==> config.mk <==
export PLATFORM = sky130hd
export DESIGN_NAME = tmc_timer_match_capture
export DESIGN_NICKNAME = d
export VERILOG_FILES = /design/src/shared/tmc_pkg.sv /design/src/rtl/tmc_timer_match_capture.sv
export SDC_FILE = /design/constraint.sdc
export NUM_CORES = 1
export LEC_CHECK = 0
export BUFFER_PORTS_ARGS = -buffer_cell sky130_fd_sc_hd__buf_4
export CORE_UTILIZATION = 49
export DETAILED_ROUTE_END_ITERATION = 12
export HOLD_SLACK_MARGIN = 0.1
export PLACE_DENSITY = 0.74
export SLEW_MARGIN = 40
export SYNTH_ARGS = -nofsm -noshare
export SYNTH_HDL_FRONTEND = slang
export SYNTH_SLANG_ARGS = --single-unit
==> constraint.sdc <==
create_clock -name pclk -period 3.5 [get_ports pclk]
set_input_delay 0.7 -clock pclk [delete_from_list [all_inputs] [get_ports pclk]]
set_output_delay 0.7 -clock pclk [all_outputs]
set_load 0.1 [all_outputs]
==> src/shared/tmc_pkg.sv <==
// package: register map, field layout and carriers of the compare/capture timer
// ---------------------------------------------------------------------------
// What this block does
// - compare hit with clear-on-hit bit resets tick count; bits 10,7,4,1.
// - compare hit with halt-on-hit bit stops counters, clears run bit.
// - compare hit with irq-on-hit bit raises interrupt; bits 9,6,3,0.
// - all compare-action bits reset to zero.
// - four writable 32-bit compare values, each resetting to zero.
// - each compare value is the equality match value for tick count.
// - rising edge is a sampled low followed by a sampled high.
// - falling edge is a sampled high followed by a sampled low.
// - each capture channel has rising and falling enable bits.
// - enabled edge loads tick count into channel's captured value.
// - capture load with capture interrupt enable raises interrupt.
// - rising and falling enables together capture on both edges.
// - reset clears the whole capture setup register.
// - channel 3 capture: irq enable bit 11, falling 10, rising 9.
// - bits 31 to 12 of both setup registers read zero.
// - channel 3 falling enable loads channel 3 capture on high-to-low.
// - halt-on-hit takes priority over clear-on-hit.
// - channel 3 halt-on-hit enable is compare-action bit 11.
// - interrupt flags clear on writing one; writing zero leaves them.
// - tick count advances by one every prescale cycle.
// ---------------------------------------------------------------------------
package tmc_pkg;

  localparam int unsigned TMC_CHANNELS = 4;
  localparam int unsigned TMC_AW = 12;

  // ---------------------------------------------------------------------------
  // register byte offsets
  // ---------------------------------------------------------------------------
  localparam logic [TMC_AW-1:0] TMC_OFF_FLAGS = 12'h000;
  localparam logic [TMC_AW-1:0] TMC_OFF_RUN_CTRL = 12'h004;
  localparam logic [TMC_AW-1:0] TMC_OFF_TICK = 12'h008;
  localparam logic [TMC_AW-1:0] TMC_OFF_PRESCALE_MAX = 12'h00c;
  localparam logic [TMC_AW-1:0] TMC_OFF_PRESCALE_CNT = 12'h010;
  localparam logic [TMC_AW-1:0] TMC_OFF_COMPARE_ACTION = 12'h014;
  localparam logic [TMC_AW-1:0] TMC_OFF_COMPARE_VALUE0 = 12'h018;
  localparam logic [TMC_AW-1:0] TMC_OFF_CAPTURE_SETUP = 12'h028;
  localparam logic [TMC_AW-1:0] TMC_OFF_CAPTURED0 = 12'h02c;
  localparam logic [TMC_AW-1:0] TMC_OFF_LAST = 12'h038;

  // ---------------------------------------------------------------------------
  // field layout: three bits per channel in both setup registers
  // ---------------------------------------------------------------------------
  localparam int unsigned TMC_STRIDE = 3;
  localparam int unsigned TMC_CMP_IRQ = 0;
  localparam int unsigned TMC_CMP_CLEAR = 1;
  localparam int unsigned TMC_CMP_HALT = 2;
  localparam int unsigned TMC_CAP_RISE = 0;
  localparam int unsigned TMC_CAP_FALL = 1;
  localparam int unsigned TMC_CAP_IRQ = 2;
  localparam int unsigned TMC_SETUP_W = 12;
  localparam int unsigned TMC_FLAG_CAP = 4;
  localparam int unsigned TMC_FLAG_W = 8;
  localparam int unsigned TMC_RUN_BIT = 0;
  localparam int unsigned TMC_CRST_BIT = 1;

  // ---------------------------------------------------------------------------
  // reset values
  // ---------------------------------------------------------------------------
  localparam logic [TMC_SETUP_W-1:0] TMC_SETUP_RST = 12'h000;
  localparam logic [31:0] TMC_WORD_RST = 32'h0000_0000;
  localparam logic [TMC_FLAG_W-1:0] TMC_FLAGS_RST = 8'h00;

  // ---------------------------------------------------------------------------
  // bus carriers
  // ---------------------------------------------------------------------------
  typedef struct packed {
    logic psel;
    logic penable;
    logic pwrite;
    logic [TMC_AW-1:0] paddr;
    logic [31:0] pwdata;
  } tmc_apb_req_t;

  typedef struct packed {
    logic [31:0] prdata;
    logic pready;
    logic pslverr;
  } tmc_apb_rsp_t;

endpackage : tmc_pkg

==> src/rtl/tmc_timer_match_capture.sv <==
// compare-and-capture timer core with its apb register file
`timescale 1ns/1ps
`default_nettype none

module tmc_timer_match_capture
  import tmc_pkg::*;
(
  // clock and reset
  input wire logic pclk,
  input wire logic presetn,
  // register bus
  input wire tmc_pkg::tmc_apb_req_t apb_req,
  output var tmc_pkg::tmc_apb_rsp_t apb_rsp,
  // capture pins
  input wire logic [3:0] cap_in,
  // interrupt request, or of all flags
  output var logic irq
);
  import tmc_pkg::*;

  // ---------------------------------------------------------------------------
  // state
  // ---------------------------------------------------------------------------
  typedef struct packed {
    logic [TMC_SETUP_W-1:0] compare_action_setup;
    logic [3:0][31:0] compare_value;
    logic [TMC_SETUP_W-1:0] capture_setup;
    logic [3:0][31:0] captured_value;
    logic [3:0] cap_prev;
    logic [TMC_FLAG_W-1:0] flags;
    logic run;
    logic crst;
    logic [31:0] prescale_max;
    logic [31:0] prescale_cnt;
    logic [31:0] tick_count;
    tmc_apb_rsp_t rsp;
    logic irq;
  } tmc_state_t;

  tmc_state_t s;
  tmc_state_t next_s;

  // ---------------------------------------------------------------------------
  // address decode and read mux
  // ---------------------------------------------------------------------------
  function automatic logic tmc_mapped(input logic [TMC_AW-1:0] a);
    tmc_mapped = (a[1:0] == 2'h0) && (a <= TMC_OFF_LAST);
  endfunction

  function automatic logic [31:0] tmc_read(input tmc_state_t st,
                                           input logic [TMC_AW-1:0] a);
    logic [31:0] v;
    v = TMC_WORD_RST;
    if (a == TMC_OFF_FLAGS)
      v[TMC_FLAG_W-1:0] = st.flags;
    else if (a == TMC_OFF_RUN_CTRL)
    begin
      v[TMC_RUN_BIT] = st.run;
      v[TMC_CRST_BIT] = st.crst;
    end
    else if (a == TMC_OFF_TICK)
      v = st.tick_count;
    else if (a == TMC_OFF_PRESCALE_MAX)
      v = st.prescale_max;
    else if (a == TMC_OFF_PRESCALE_CNT)
      v = st.prescale_cnt;
    else if (a == TMC_OFF_COMPARE_ACTION)
      v[TMC_SETUP_W-1:0] = st.compare_action_setup;
    else if (a == TMC_OFF_CAPTURE_SETUP)
      v[TMC_SETUP_W-1:0] = st.capture_setup;
    else if (a >= TMC_OFF_COMPARE_VALUE0 && a < TMC_OFF_CAPTURE_SETUP)
      v = st.compare_value[2'((a - TMC_OFF_COMPARE_VALUE0) >> 2)];
    else if (a >= TMC_OFF_CAPTURED0 && a <= TMC_OFF_LAST)
      v = st.captured_value[2'((a - TMC_OFF_CAPTURED0) >> 2)];
    tmc_read = v;
  endfunction

  // ---------------------------------------------------------------------------
  // compare and edge detection
  // ---------------------------------------------------------------------------
  logic [3:0] hit;
  logic [3:0] hit_irq;
  logic [3:0] hit_clear;
  logic [3:0] hit_halt;
  logic [3:0] rise;
  logic [3:0] fall;
  logic [3:0] cap_evt;
  logic [3:0] cap_irq;

  for (genvar i = 0; i < TMC_CHANNELS; i++)
  begin : g_ch
    // compared against the registered count every clock
    assign hit[i] = (s.compare_value[i] == s.tick_count);
    assign hit_irq[i] = hit[i] &
      s.compare_action_setup[i*TMC_STRIDE+TMC_CMP_IRQ];
    assign hit_clear[i] = hit[i] &
      s.compare_action_setup[i*TMC_STRIDE+TMC_CMP_CLEAR];
    assign hit_halt[i] = hit[i] &
      s.compare_action_setup[i*TMC_STRIDE+TMC_CMP_HALT];
    assign rise[i] = ~s.cap_prev[i] & cap_in[i];
    assign fall[i] = s.cap_prev[i] & ~cap_in[i];
    // both enables may be set; either edge then captures
    assign cap_evt[i] =
      (rise[i] & s.capture_setup[i*TMC_STRIDE+TMC_CAP_RISE]) |
      (fall[i] & s.capture_setup[i*TMC_STRIDE+TMC_CAP_FALL]);
    assign cap_irq[i] = cap_evt[i] &
      s.capture_setup[i*TMC_STRIDE+TMC_CAP_IRQ];
  end

  // ---------------------------------------------------------------------------
  // bus qualifiers
  // ---------------------------------------------------------------------------
  logic setup_phase;
  logic access_done;
  logic wr_ok;
  logic [TMC_AW-1:0] wa;
  logic [31:0] wd;

  assign setup_phase = apb_req.psel & ~apb_req.penable;
  assign access_done = apb_req.psel & apb_req.penable & s.rsp.pready;
  assign wr_ok = access_done & apb_req.pwrite & tmc_mapped(apb_req.paddr);
  assign wa = apb_req.paddr;
  assign wd = apb_req.pwdata;

  // ---------------------------------------------------------------------------
  // next state
  // ---------------------------------------------------------------------------
  always_comb
  begin
    logic [TMC_FLAG_W-1:0] flag_clr;
    flag_clr = '0;
    next_s = s;

    // prescaler and tick count
    if (s.crst)
    begin
      next_s.prescale_cnt = TMC_WORD_RST;
      next_s.tick_count = TMC_WORD_RST;
    end
    else if (s.run)
    begin
      if (s.prescale_cnt >= s.prescale_max)
      begin
        next_s.prescale_cnt = TMC_WORD_RST;
        next_s.tick_count = s.tick_count + 32'h0000_0001;
      end
      else
        next_s.prescale_cnt = s.prescale_cnt + 32'h0000_0001;
    end

    // software writes
    if (wr_ok)
    begin
      if (wa == TMC_OFF_FLAGS)
        flag_clr = wd[TMC_FLAG_W-1:0];
      else if (wa == TMC_OFF_RUN_CTRL)
      begin
        next_s.run = wd[TMC_RUN_BIT];
        next_s.crst = wd[TMC_CRST_BIT];
      end
      else if (wa == TMC_OFF_TICK)
        next_s.tick_count = wd;
      else if (wa == TMC_OFF_PRESCALE_MAX)
        next_s.prescale_max = wd;
      else if (wa == TMC_OFF_COMPARE_ACTION)
        next_s.compare_action_setup = wd[TMC_SETUP_W-1:0];
      else if (wa == TMC_OFF_CAPTURE_SETUP)
        next_s.capture_setup = wd[TMC_SETUP_W-1:0];
      else if (wa >= TMC_OFF_COMPARE_VALUE0 && wa < TMC_OFF_CAPTURE_SETUP)
        next_s.compare_value[2'((wa - TMC_OFF_COMPARE_VALUE0) >> 2)] = wd;
    end

    // compare actions override software: halt first, then clear
    if (|hit_halt)
    begin
      next_s.run = 1'b0;
      next_s.prescale_cnt = s.prescale_cnt;
      next_s.tick_count = s.tick_count;
    end
    else if (|hit_clear)
    begin
      next_s.prescale_cnt = TMC_WORD_RST;
      next_s.tick_count = TMC_WORD_RST;
    end

    // captures take the count seen by the edge sample
    for (int i = 0; i < TMC_CHANNELS; i++)
    begin
      if (cap_evt[i])
        next_s.captured_value[i] = s.tick_count;
    end
    next_s.cap_prev = cap_in;

    // a new event in the clear cycle survives the clear
    next_s.flags = (s.flags & ~flag_clr) | {cap_irq, hit_irq};
    next_s.irq = |next_s.flags;

    // bus answer: data fetched in setup, one access cycle
    if (setup_phase)
    begin
      next_s.rsp.pready = 1'b1;
      next_s.rsp.pslverr = ~tmc_mapped(wa);
      if (!apb_req.pwrite && tmc_mapped(wa))
        next_s.rsp.prdata = tmc_read(s, wa);
      else
        next_s.rsp.prdata = TMC_WORD_RST;
    end
    else if (access_done)
    begin
      next_s.rsp.pready = 1'b0;
      next_s.rsp.pslverr = 1'b0;
      next_s.rsp.prdata = TMC_WORD_RST;
    end
  end

  // ---------------------------------------------------------------------------
  // registers
  // ---------------------------------------------------------------------------
  always_ff @(posedge pclk or negedge presetn)
  begin
    if (!presetn)
    begin
      s.compare_action_setup <= TMC_SETUP_RST;
      s.compare_value <= '0;
      s.capture_setup <= TMC_SETUP_RST;
      s.captured_value <= '0;
      s.cap_prev <= 4'h0;
      s.flags <= TMC_FLAGS_RST;
      s.run <= 1'b0;
      s.crst <= 1'b0;
      s.prescale_max <= TMC_WORD_RST;
      s.prescale_cnt <= TMC_WORD_RST;
      s.tick_count <= TMC_WORD_RST;
      s.rsp <= '0;
      s.irq <= 1'b0;
    end
    else
      s <= next_s;
  end

  assign apb_rsp = s.rsp;
  assign irq = s.irq;

endmodule // tmc_timer_match_capture

`default_nettype wire

==> results.md, run 1 <==
* Post-Route WL at 76500 um
* Area of the multi-input gates at around 11000 um2
* Root Buffer: clkbuf_16
* DRT antenna net count at 0
* Critical path arrival at a little under 4 ns
* Layout Nets at 2252
* Top FF cell, synth: dfrtp_1
* Die area at between 40000 and 50000 um2
* Routability congestion estimate from global placement at 1.03
* Initial DRC count at 2040
* Max Slew Vio Count at 0
* Post-synthesis sequential area ratio at 46.0%
* GR Overflow Total at 0
* EDFF count, synth at 0
* Cell variety after synth at 74
* IO Pins at between 80 and 90
* Filler cells at around 3700
* Share of flip-flops with an asynchronous set or reset at 100%
* Die X at 219 um
* Initial antenna violation count at 1
* Sequential Area at 10600 um2
* Core box area at 46600 um2
* Final setup viols at 0
* Final WS setup at 0.107 ns
* Vias in the first global route at 18100
* Die Height at ~220 um
* Share of cells above drive strength 1 at 32.7%
* Setup TNS at 0 ns
* Yosys warning total at 0
* Final worst-path cycle share at 96.9%
* H-Tree Depth at 2
* Rows at 79
* Later-pin clock latency in the skew report at 0.60 ns
* First drt pass iteration count at 9
* Top-count cell post-synth: dfrtp_1
* DR vias at ~18000
* Hold Path Class: in2reg
* Synthesized area per cell at 11.3 um2
* Worst-path clk slew at 0.06 ns
* Vias per cell at between 6 and 7
* Pwr Total at approximately 10 mW
* Area growth, synth to finish at 15.8%
* Wire per inst at 27.3 um
* Post-Syn Area at 23100 um2
* GRT Overall Usage at 32.2%
* Post-synth top area cell: dfrtp_1
* Max Clock Freq at approximately 290 MHz
* Clk sink count at between 400 and 500
* Synth cell count leaders: 425 x dfrtp_1, 281 x mux2_2, 147 x nand2_1, 128 x xor2_1, 105 x o21ai_0
* IO Port Bufs at 87
* RSZ-0062 raised after global routing: false
* Crit path max fanout at 9
* Status: finished, final reports clean
* Global-route wire length before repair at 114000 um
* Fin. Hold Viols at 0
* Pwr/cell area at 383 nW/um2
* Gate Count Post-Synth at about 2000
* DRC Markers at 0
* Worst Setup End Kind: register
* Leak at 13.4 nW
* Dpl hpwl at 55200 um
* Yosys reg bits at 425
* Kind of critical path: reg2reg
* Maximum vdd drop at 0.415 mV
* Post-CTS setup buffers at 0
* Yosys top cell area share at 46.0%
* Worst-Margin Slew at a little under 0.9 ns
* Initial Utilization at approximately 50%
* TritonCTS buffer count at 47
* Largest cells by area after synthesis: dfrtp_1 46%, mux2_2 14%, mux4_2 6.2%
* Final worst path period need at 3.39 ns
* CTS tree: built
* Largest net degree at the start of global routing at 106
* Clock Tree Buf Depth at 3
* Max-cap violations at 0
* Setup slack at placement at 0.0818 ns
* Synthesized Nets at 2134
* Critical Path Source Type: register
* Headroom to the max-slew limit at 39.5%
* Hold WS at roughly 0.25 ns
* Worst EP required at 4.02 ns
* Clk_skew at about 0.028 ns
[logic make-up (layout without fill, tap and decap cells)]
| kind of cell | count (synthesis) | in the layout | share of synthesized area [%] |
|---|---|---|---|
| adders and majority gates | 38 | 38 | 2.06 |
| other | 0 | 1 | 0 |
| and+or+nand+nor | 452 | 452 | 9.92 |
| DFF | 425 | 425 | 46.0 |
| muxes | 347 | 347 | 20.0 |
| AOI/OAI and AO/OA | 371 | 371 | 11.2 |
| xor gates and xnor gates | 147 | 147 | 5.57 |
| buffers and inverters | 263 | 417 | 5.25 |
[what timing repair did]
action	4_1_cts	5_1_grt
endpoints found under the hold margin	0	39
endpoints found under the setup margin	0	9
hold buffers	0	1
resized for setup	0	2
[final timing paths]
check | startpoint | end | slack, ns | depth (start not counted)
max reg2reg | s[60] | s[74] | 0.11 | 10
max in group asynchronous | presetn | s[360] | 1.82 | 4
min | cap_in[2] | s[143] | 0.25 | 1
max | s[60] | s[74] | 0.11 | 10
min in group asynchronous | presetn | s[202] | 0.58 | 2
min reg2reg | apb_rsp[2] | apb_rsp[2] | 0.49 | 2
[registers in the layout, indices dropped and copies added, names as in the netlist]
signal,flops
s,390
apb_rsp,34
irq,1
[power breakdown]
group | switching [mW] | internal (mW)
clock | 2.10 | 2.82
sequential | 0.00291 | 4.92
combinational | 0.297 | 0.118
total | 2.40 | 7.86
[worst max-delay path, stage by stage (launching register included)]
cell	delay [ns]
dfrtp_2	0.50
xor2_1	0.18
buf_4	0.17
nor4_1	0.42
nand4_1	0.34
nor3_1	0.37
a2111oi_2	0.15
a21o_1	0.30
buf_4	0.20
or4_1	0.50
a21oi_1	0.16
[stage by stage]
step           util [%]  area (um2)  instances
6_report           57.5       26800       2805
5_1_grt            57.5       26800       2804
4_1_cts            57.4       26700       2802
3_5_place_dp       54.2       25200       2717
3_3_place_gp       54.2       25200       2717
2_1_floorplan         -       23100       2043
[placed cells by master, fill, tap and decap left out, drive strengths merged, types with 6 or more instances in the layout]
master	instances
dfrtp	425
mux2	282
buf	269
nand2	147
xor2	128
o21ai	110
nor2	84
clkbuf	70
inv	65
mux4	64
a211oi	44
nand3	44
a22o	41
ha	38
a21oi	38
nand4	36
nor4	35
a22oi	30
nor3	20
xnor2	19
a221oi	18
and3	18
or4	14
o31ai	13
a21o	10
and4	10
a222oi	10
or3	9
and2	8
clkinv	8
nor2b	6
o311ai	6
a221o	6
[cell type report]
class                   count  area share, %
repair buffers            270           8.38
flip-flops and latches    425           39.7
inverters                  62          0.869
well taps                 607           2.84
clock buffers              70           5.20
clock inverters            15          0.444
multi-input cells        1355           42.5
diodes                      1        0.00934
[per-layer routing]
metal | track usage, % | part of all wire, % | vias up
li1 | - | - | 7708
met1 | 43.7 | 40 | 9207
met2 | 49.2 | 45 | 1040
met3 | 5.95 | 9.1 | 219
met4 | 16.7 | 5.2 | 0
met5 | 0 | 0 | -
(Power assumes the default switching activity.)
==> run 2: changes to the inputs <==
PLACE_DENSITY = default   (was 0.74)
PLACE_DENSITY_LB_ADDON = 0.12   (was default)
==> run 2 against run 1 <==
Against the previous run:
- via count is 0.83% lower
- critical path depth is 2 higher
- utilization is 0.30 points higher
- critical path type unchanged
- largest cell class unchanged
- maximum frequency is 1.7% lower
- largest power group unchanged
- design area is 0.51% higher
- setup slack worse by 0.059 ns
- clock power is 4% higher
- sequential power hardly changed
- sequential share of layout area is 0.20 points lower
- critical endpoint is now s[62]
- first-iteration DRC count is 3.8% lower
- non-clock buffer count is 9 higher
- count of clock-buffer cells in the layout is 6 higher
==> results.md, run 2 (synthesis results as in run 1) <==
* Initial antenna violation count at 0
* DRC Markers at 0
* Largest net degree at the start of global routing at 73
* Status: finished, final reports clean
* Critical path arrival at 3.98 ns
* Final worst-path cycle share at 98.6%
* Dpl hpwl at 56400 um
* First drt pass iteration count at 7
* Crit path cell chain: xor2_1 > nor4_1 > nand4_1 > nor2_1 > buf_4 > buf_4 > a2111o_1 > or3_1 > buf_12 > buf_4 > or4_1 > nand3_1
* Max-cap violations at 0
* Global-route wire length before repair at 116000 um
* Crit path max fanout at 11
* Initial DRC count at 1963
* IO Port Bufs at 87
* Commonest non-fill, non-tap cell in the layout: dfrtp_1
* Vias in the first global route at 17600
* Clock share of power at 48.9%
* Most Crowded Layer GR: met2
* Filler cells at between 3000 and 4000
* Sequential Power Share at 47.1%
* Clk sink count at 425
* Critical Path Source Type: register
* # diodes at 0
* Rows at between 70 and 80
* Kind of critical path: reg2reg
* Layout Nets at 2263
* Clk_skew at between 0.02 and 0.025 ns
* Post-Route WL at slightly below 80000 um
* Pwr Total at about 10 mW
* Area growth, synth to finish at 16.4%
* GRT Overall Usage at 33.0%
* Die Height at 219 um
* Slowest CP cell: dfrtp_1
* Max Clock Freq at 290 MHz
* M1 GR Usage at 47.9%
* GR Overflow Total at 0
* Sw Ratio at 23.6%
* Clock Tree Buf Depth at 3
* Met2 GRT Util at 49.2%
* Sequential Area at 10600 um2
* Worst Setup End Kind: register
* Most frequent CP cell: buf_4
* Fin. Hold Viols at 0
* Final worst path period need at roughly 3.5 ns
* Setup TNS at 0 ns
* Internal power at roughly 8.0 mW
* IO Pins at between 80 and 90
* Core box area at 46600 um2
* CTS tree: built
* Hold WS at 0.0940 ns
* Later-pin clock latency in the skew report at 0.61 ns
* Worst EP required at approximately 4 ns
* Die X at 219 um
* Max incr delay on CP at 0.61 ns
* Final setup viols at 0
* Max Slew Vio Count at 0
* Most frequent cells in the layout: 424 x dfrtp_1, 281 x mux2_2, 263 x buf_4
* Maximum vdd drop at around 0.44 mV
* Worst-path clk slew at ~0.06 ns
* RSZ-0062 raised after global routing: false
* Psw at roughly 2.5 mW
* DRT antenna net count at 0
* H-Tree Depth at 2
* TritonCTS buffer count at between 40 and 50
* Root Buffer: clkbuf_16
* Leak at ~13 nW
* Die area at 48100 um2
* Routability congestion estimate from global placement at 0.953
* DR vias at 18000
* Pwr/cell area at 388 nW/um2
* Share of cells above drive strength 1 at about a third
* Gate power share at under 10%
* Most flops, register: s
* Initial Utilization at 49.7%
* Largest register FFs at 390
* Hold_buf cts at 0
* M3 GR Usage at under 10%
* Area of the multi-input gates at approximately 11000 um2
* Headroom to the max-slew limit at approximately two fifths
* Wire per inst at 27.7 um
* Hold Path Class: in2async
* Worst-Margin Slew at 0.900 ns
* Vias per cell at 6.40
==> run 2: cell types whose count changed in the layout (fill, tap and decap cells not counted), moves of 2 or more <==
cell / change
clkbuf_8: +4
clkinv_2: -3
clkbuf_16: +2
buf_4: +11
inv_16: +2
inv_6: -3
==> run 2: repair_timing <==
item / in CTS / in global routing
gates resized for setup: 1 / 3
endpoints found under the setup margin: 1 / 10
pin swaps: 0 / 1
setup buffers: 0 / 1
==> run 2: layout make-up <==
type,count,area share (%)
Clock inverter,12,0.386
Sequential cell,425,39.5
Inverter,62,0.865
Clock buffer,76,5.56
Tap cell,607,2.82
Timing Repair Buffer,279,8.49
Multi-Input combinational cell,1355,42.4
==> run 2: worst max-delay path: cells and delay by family (launching register included) <==
family                    cells  cell delay [ns]
AOI/OAI and AO/OA             1             0.49
and+or+nand+nor               6             1.30
DFF                           1             0.61
buffers and inverters         4             0.62
xor gates and xnor gates      1             0.33
==> run 2: per-stage QoR <==
stage,instance area (um2),cells,setup slack (ns),utilization [%]
after CTS,26900,2815,0.0854,57.8
final,26900,2816,0.0474,57.8
after global routing,26900,2816,0.00350,57.8
after detailed placement,25300,2727,-0.0291,54.3
after global placement,25300,2726,-0.146,54.3
after floorplan,23100,2043,0.0236,-
==> run 2: path summary, 6_finish.rpt <==
check                           from  endpoint  slack [ns]  depth (start not counted)
min in group pclk          cap_in[1]    s[142]        0.23                          1
hold reg to reg               s[246]    s[246]        0.50                          1
hold / removal               presetn     s[91]        0.09                          1
setup reg to reg               s[58]     s[62]        0.05                         12
max in group asynchronous    presetn    s[157]        2.49                          2
setup / recovery               s[58]     s[62]        0.05                         12
==> run 2: metal layers <==
metal / vias to the layer above / routed length [um]
li1: 7748 / -
met1: 9355 / 34200
met2: 777 / 34800
met3: 143 / 6520
met4: 0 / 2500
met5: - / 0
==> run 2: power by group through the flow <==
stage / clock, mW / sequential, mW / combinational [mW]
after floorplan: 0 / 5.01 / 0.134
after global placement: 0 / 5.01 / 0.416
after detailed placement: 0 / 5.01 / 0.419
after CTS: 5.19 / 4.92 / 0.420
after global routing: 5.40 / 4.92 / 0.443
final: 5.11 / 4.92 / 0.415
==> run 3: changes to the inputs <==
BUFFER_PORTS_ARGS = -buffer_cell sky130_fd_sc_hd__buf_2   (was -buffer_cell sky130_fd_sc_hd__buf_4)
==> run 3 against run 2 <==
Against the previous run:
- design area shrank 1.1%
- clock power is essentially flat
- combinational power shrank 5.3%
- routed wire length shrank 2.6%
- maximum frequency grew 2.5%
- flip-flop and latch count is the same
- final cell count shrank 0.53%
- highest routed layer unchanged
- setup slack gained 0.083 ns
- worst hold slack gained 0.0063 ns
==> results.md, run 3 (synthesis results as in run 1) <==
* Status: finished, final reports clean
* Filler cells at 3969
* Layout Nets at 2252
* Pwr/cell area at between 300 and 400 nW/um2
* Clk sink count at 425
* Leak at 13.3 nW
* Post-Route WL at approximately 76000 um
* Crit path max fanout at 9
* Vias in the first global route at approximately 18000
* Pwr Total at 10.4 mW
* GRT Overall Usage at ~32%
* Vias per cell at 6.37
* Global-route wire length before repair at around 110000 um
* CTS tree: built
* Initial antenna violation count at 2
* Setup TNS at 0 ns
* DRC Markers at 0
* Hold WS at 0.100 ns
* Worst-path clk slew at 0.06 ns
* Dpl hpwl at 54700 um
* Largest net degree at the start of global routing at a little under 90
* Worst Setup End Kind: register
* Clock Tree Buf Depth at 3
* Die Height at about 220 um
* Later-pin clock latency in the skew report at 0.60 ns
* Most Crowded Layer GR: met2
* Largest register FFs at 390
* First drt pass iteration count at 5
* Area growth, synth to finish at 15.1%
* Share of cells above drive strength 1 at 33.0%
* Flop2flop setup slack at between 0.1 and 0.15 ns
* Slowest CP cell: dfrtp_1
* Critical Path Source Type: register
* M3 GR Usage at between 7 and 8%
* Most frequent cells in the layout: 423 x dfrtp_1, 281 x mux2_2, 167 x buf_4
* Family with the most delay on the worst path: simple AND/OR/NAND/NOR gates
* Worst EP required at ~4.0 ns
* Final setup viols at 0
* Most flops, register: s
* DRT antenna net count at 0
* Initial Utilization at 49.7%
* Most frequent CP cell: buf_4
* Commonest non-fill, non-tap cell in the layout: dfrtp_1
* Gate power share at 3.8%
* IO Port Bufs at 87
* Worst-Margin Slew at ~0.8 ns
* Rows at 79
* Internal power at 7.99 mW
* Clk_skew at 0.0231 ns
* Area of the multi-input gates at 11400 um2
* Die X at 219 um
* RSZ-0062 raised after global routing: false
* Sequential Power Share at 47.3%
* H-Tree Depth at 2
* Die area at ~48000 um2
* Sw Ratio at between 20% and 30%
* Clock share of power at 48.9%
* Psw at 2.42 mW
* Final worst-path cycle share at 96.3%
* Buffer and inverter count on the worst path at 3
* TritonCTS buffer count at 48
* Kind of critical path: reg2reg
* Sequential Area at 10600 um2
* GR Overflow Total at 0
* Hold_buf cts at 0
* Final worst path period need at 3.37 ns
* Fin. Hold Viols at 0
* DR vias at 17900
* Met2 GRT Util at 49.0%
* Headroom to the max-slew limit at 46.7%
* Max Slew Vio Count at 0
* Critical path arrival at 3.90 ns
* M1 GR Usage at a little under half
* Max Clock Freq at 297 MHz
* Routability congestion estimate from global placement at 0.960
* # diodes at 0
* Crit path cell chain: xor2_1 > nor4_1 > nand4_1 > nor2_1 > buf_4 > a2111o_1 > or3_1 > buf_4 > buf_4 > or4_1 > nand3_1
* Initial DRC count at 1932
* Max incr delay on CP at 0.65 ns
* Max-cap violations at 0
* Post-CTS setup buffers at 0
* Maximum vdd drop at just under 0.5 mV
* Wire per inst at 27.1 um
* IO Pins at 88
* Hold Path Class: in2async
* Root Buffer: clkbuf_16
* Core box area at 46600 um2
[run 3: cell types whose count changed in the layout (fill, tap and decap cells not counted), moves of 2 or more]
| cell | change |
|---|---|
| clkbuf_1 | -2 |
| inv_16 | -2 |
| clkbuf_8 | -2 |
| clkinv_2 | +2 |
| nor3_1 | -2 |
| buf_4 | -96 |
| bufinv_16 | +2 |
| buf_2 | +85 |
| nor3_2 | +2 |
| clkinvlp_4 | -3 |
[run 3: layer usage]
metal / part of all wire [%] / vias to the layer above / wire (um)
met1: 42 / 9234 / 32300
met5: 0 / - / 0
met2: 45 / 765 / 34300
met3: 8.8 / 151 / 6720
li1: - / 7704 / -
met4: 3.7 / 0 / 2780
[run 3: final cells by class]
| type | instances | area share (%) |
|---|---|---|
| inverter | 62 | 0.874 |
| clock buffer | 71 | 5.40 |
| timing repair buffer | 269 | 7.55 |
| tap | 607 | 2.85 |
| sequential | 425 | 40.0 |
| clock inverter | 12 | 0.479 |
| multi-input combinational | 1355 | 42.9 |
[run 3: path summary, 6_finish.rpt]
path	from	endpoint	cells past startpoint
min	presetn	s[93]	1
min in group pclk	cap_in[3]	s[144]	1
min reg2reg	apb_rsp[20]	apb_rsp[20]	1
max	s[45]	s[56]	11
max reg2reg	s[45]	s[56]	11
max in group asynchronous	presetn	s[207]	2
[run 3: timing repair]
action                                  4_1_cts  5_1_grt
hold endpoints to repair                      0        0
gates resized for setup                       2        4
endpoints found under the setup margin        2        6
[run 3: worst reg2reg max path, stage by stage, from the launching register on]
cell	delay [ns]
dfrtp_1	0.65
xor2_1	0.33
nor4_1	0.10
nand4_1	0.11
nor2_1	0.06
buf_4	0.18
a2111o_1	0.55
or3_1	0.40
buf_4	0.19
buf_4	0.16
or4_1	0.50
nand3_1	0.10
[run 3: power groups by stage]
stage | clock network [mW] | logic [mW] | registers [mW]
6_report | 5.09 | 0.393 | 4.92
5_1_grt | 5.34 | 0.426 | 4.92
4_1_cts | 5.15 | 0.399 | 4.92
3_5_place_dp | 0 | 0.398 | 5.01
3_3_place_gp | 0 | 0.394 | 5.01
2_1_floorplan | 0 | 0.134 | 5.01
[run 3: per-stage QoR]
| step | worst slack, ns | cells | area (um2) | util (%) |
|---|---|---|---|---|
| 2_1_floorplan | 0.0236 | 2043 | 23100 | - |
| 3_3_place_gp | -0.0506 | 2717 | 25000 | 53.7 |
| 3_5_place_dp | -0.0878 | 2718 | 25000 | 53.8 |
| 4_1_cts | 0.0497 | 2801 | 26600 | 57.2 |
| 5_1_grt | 0.0438 | 2801 | 26600 | 57.2 |
| 6_report | 0.130 | 2801 | 26600 | 57.2 |
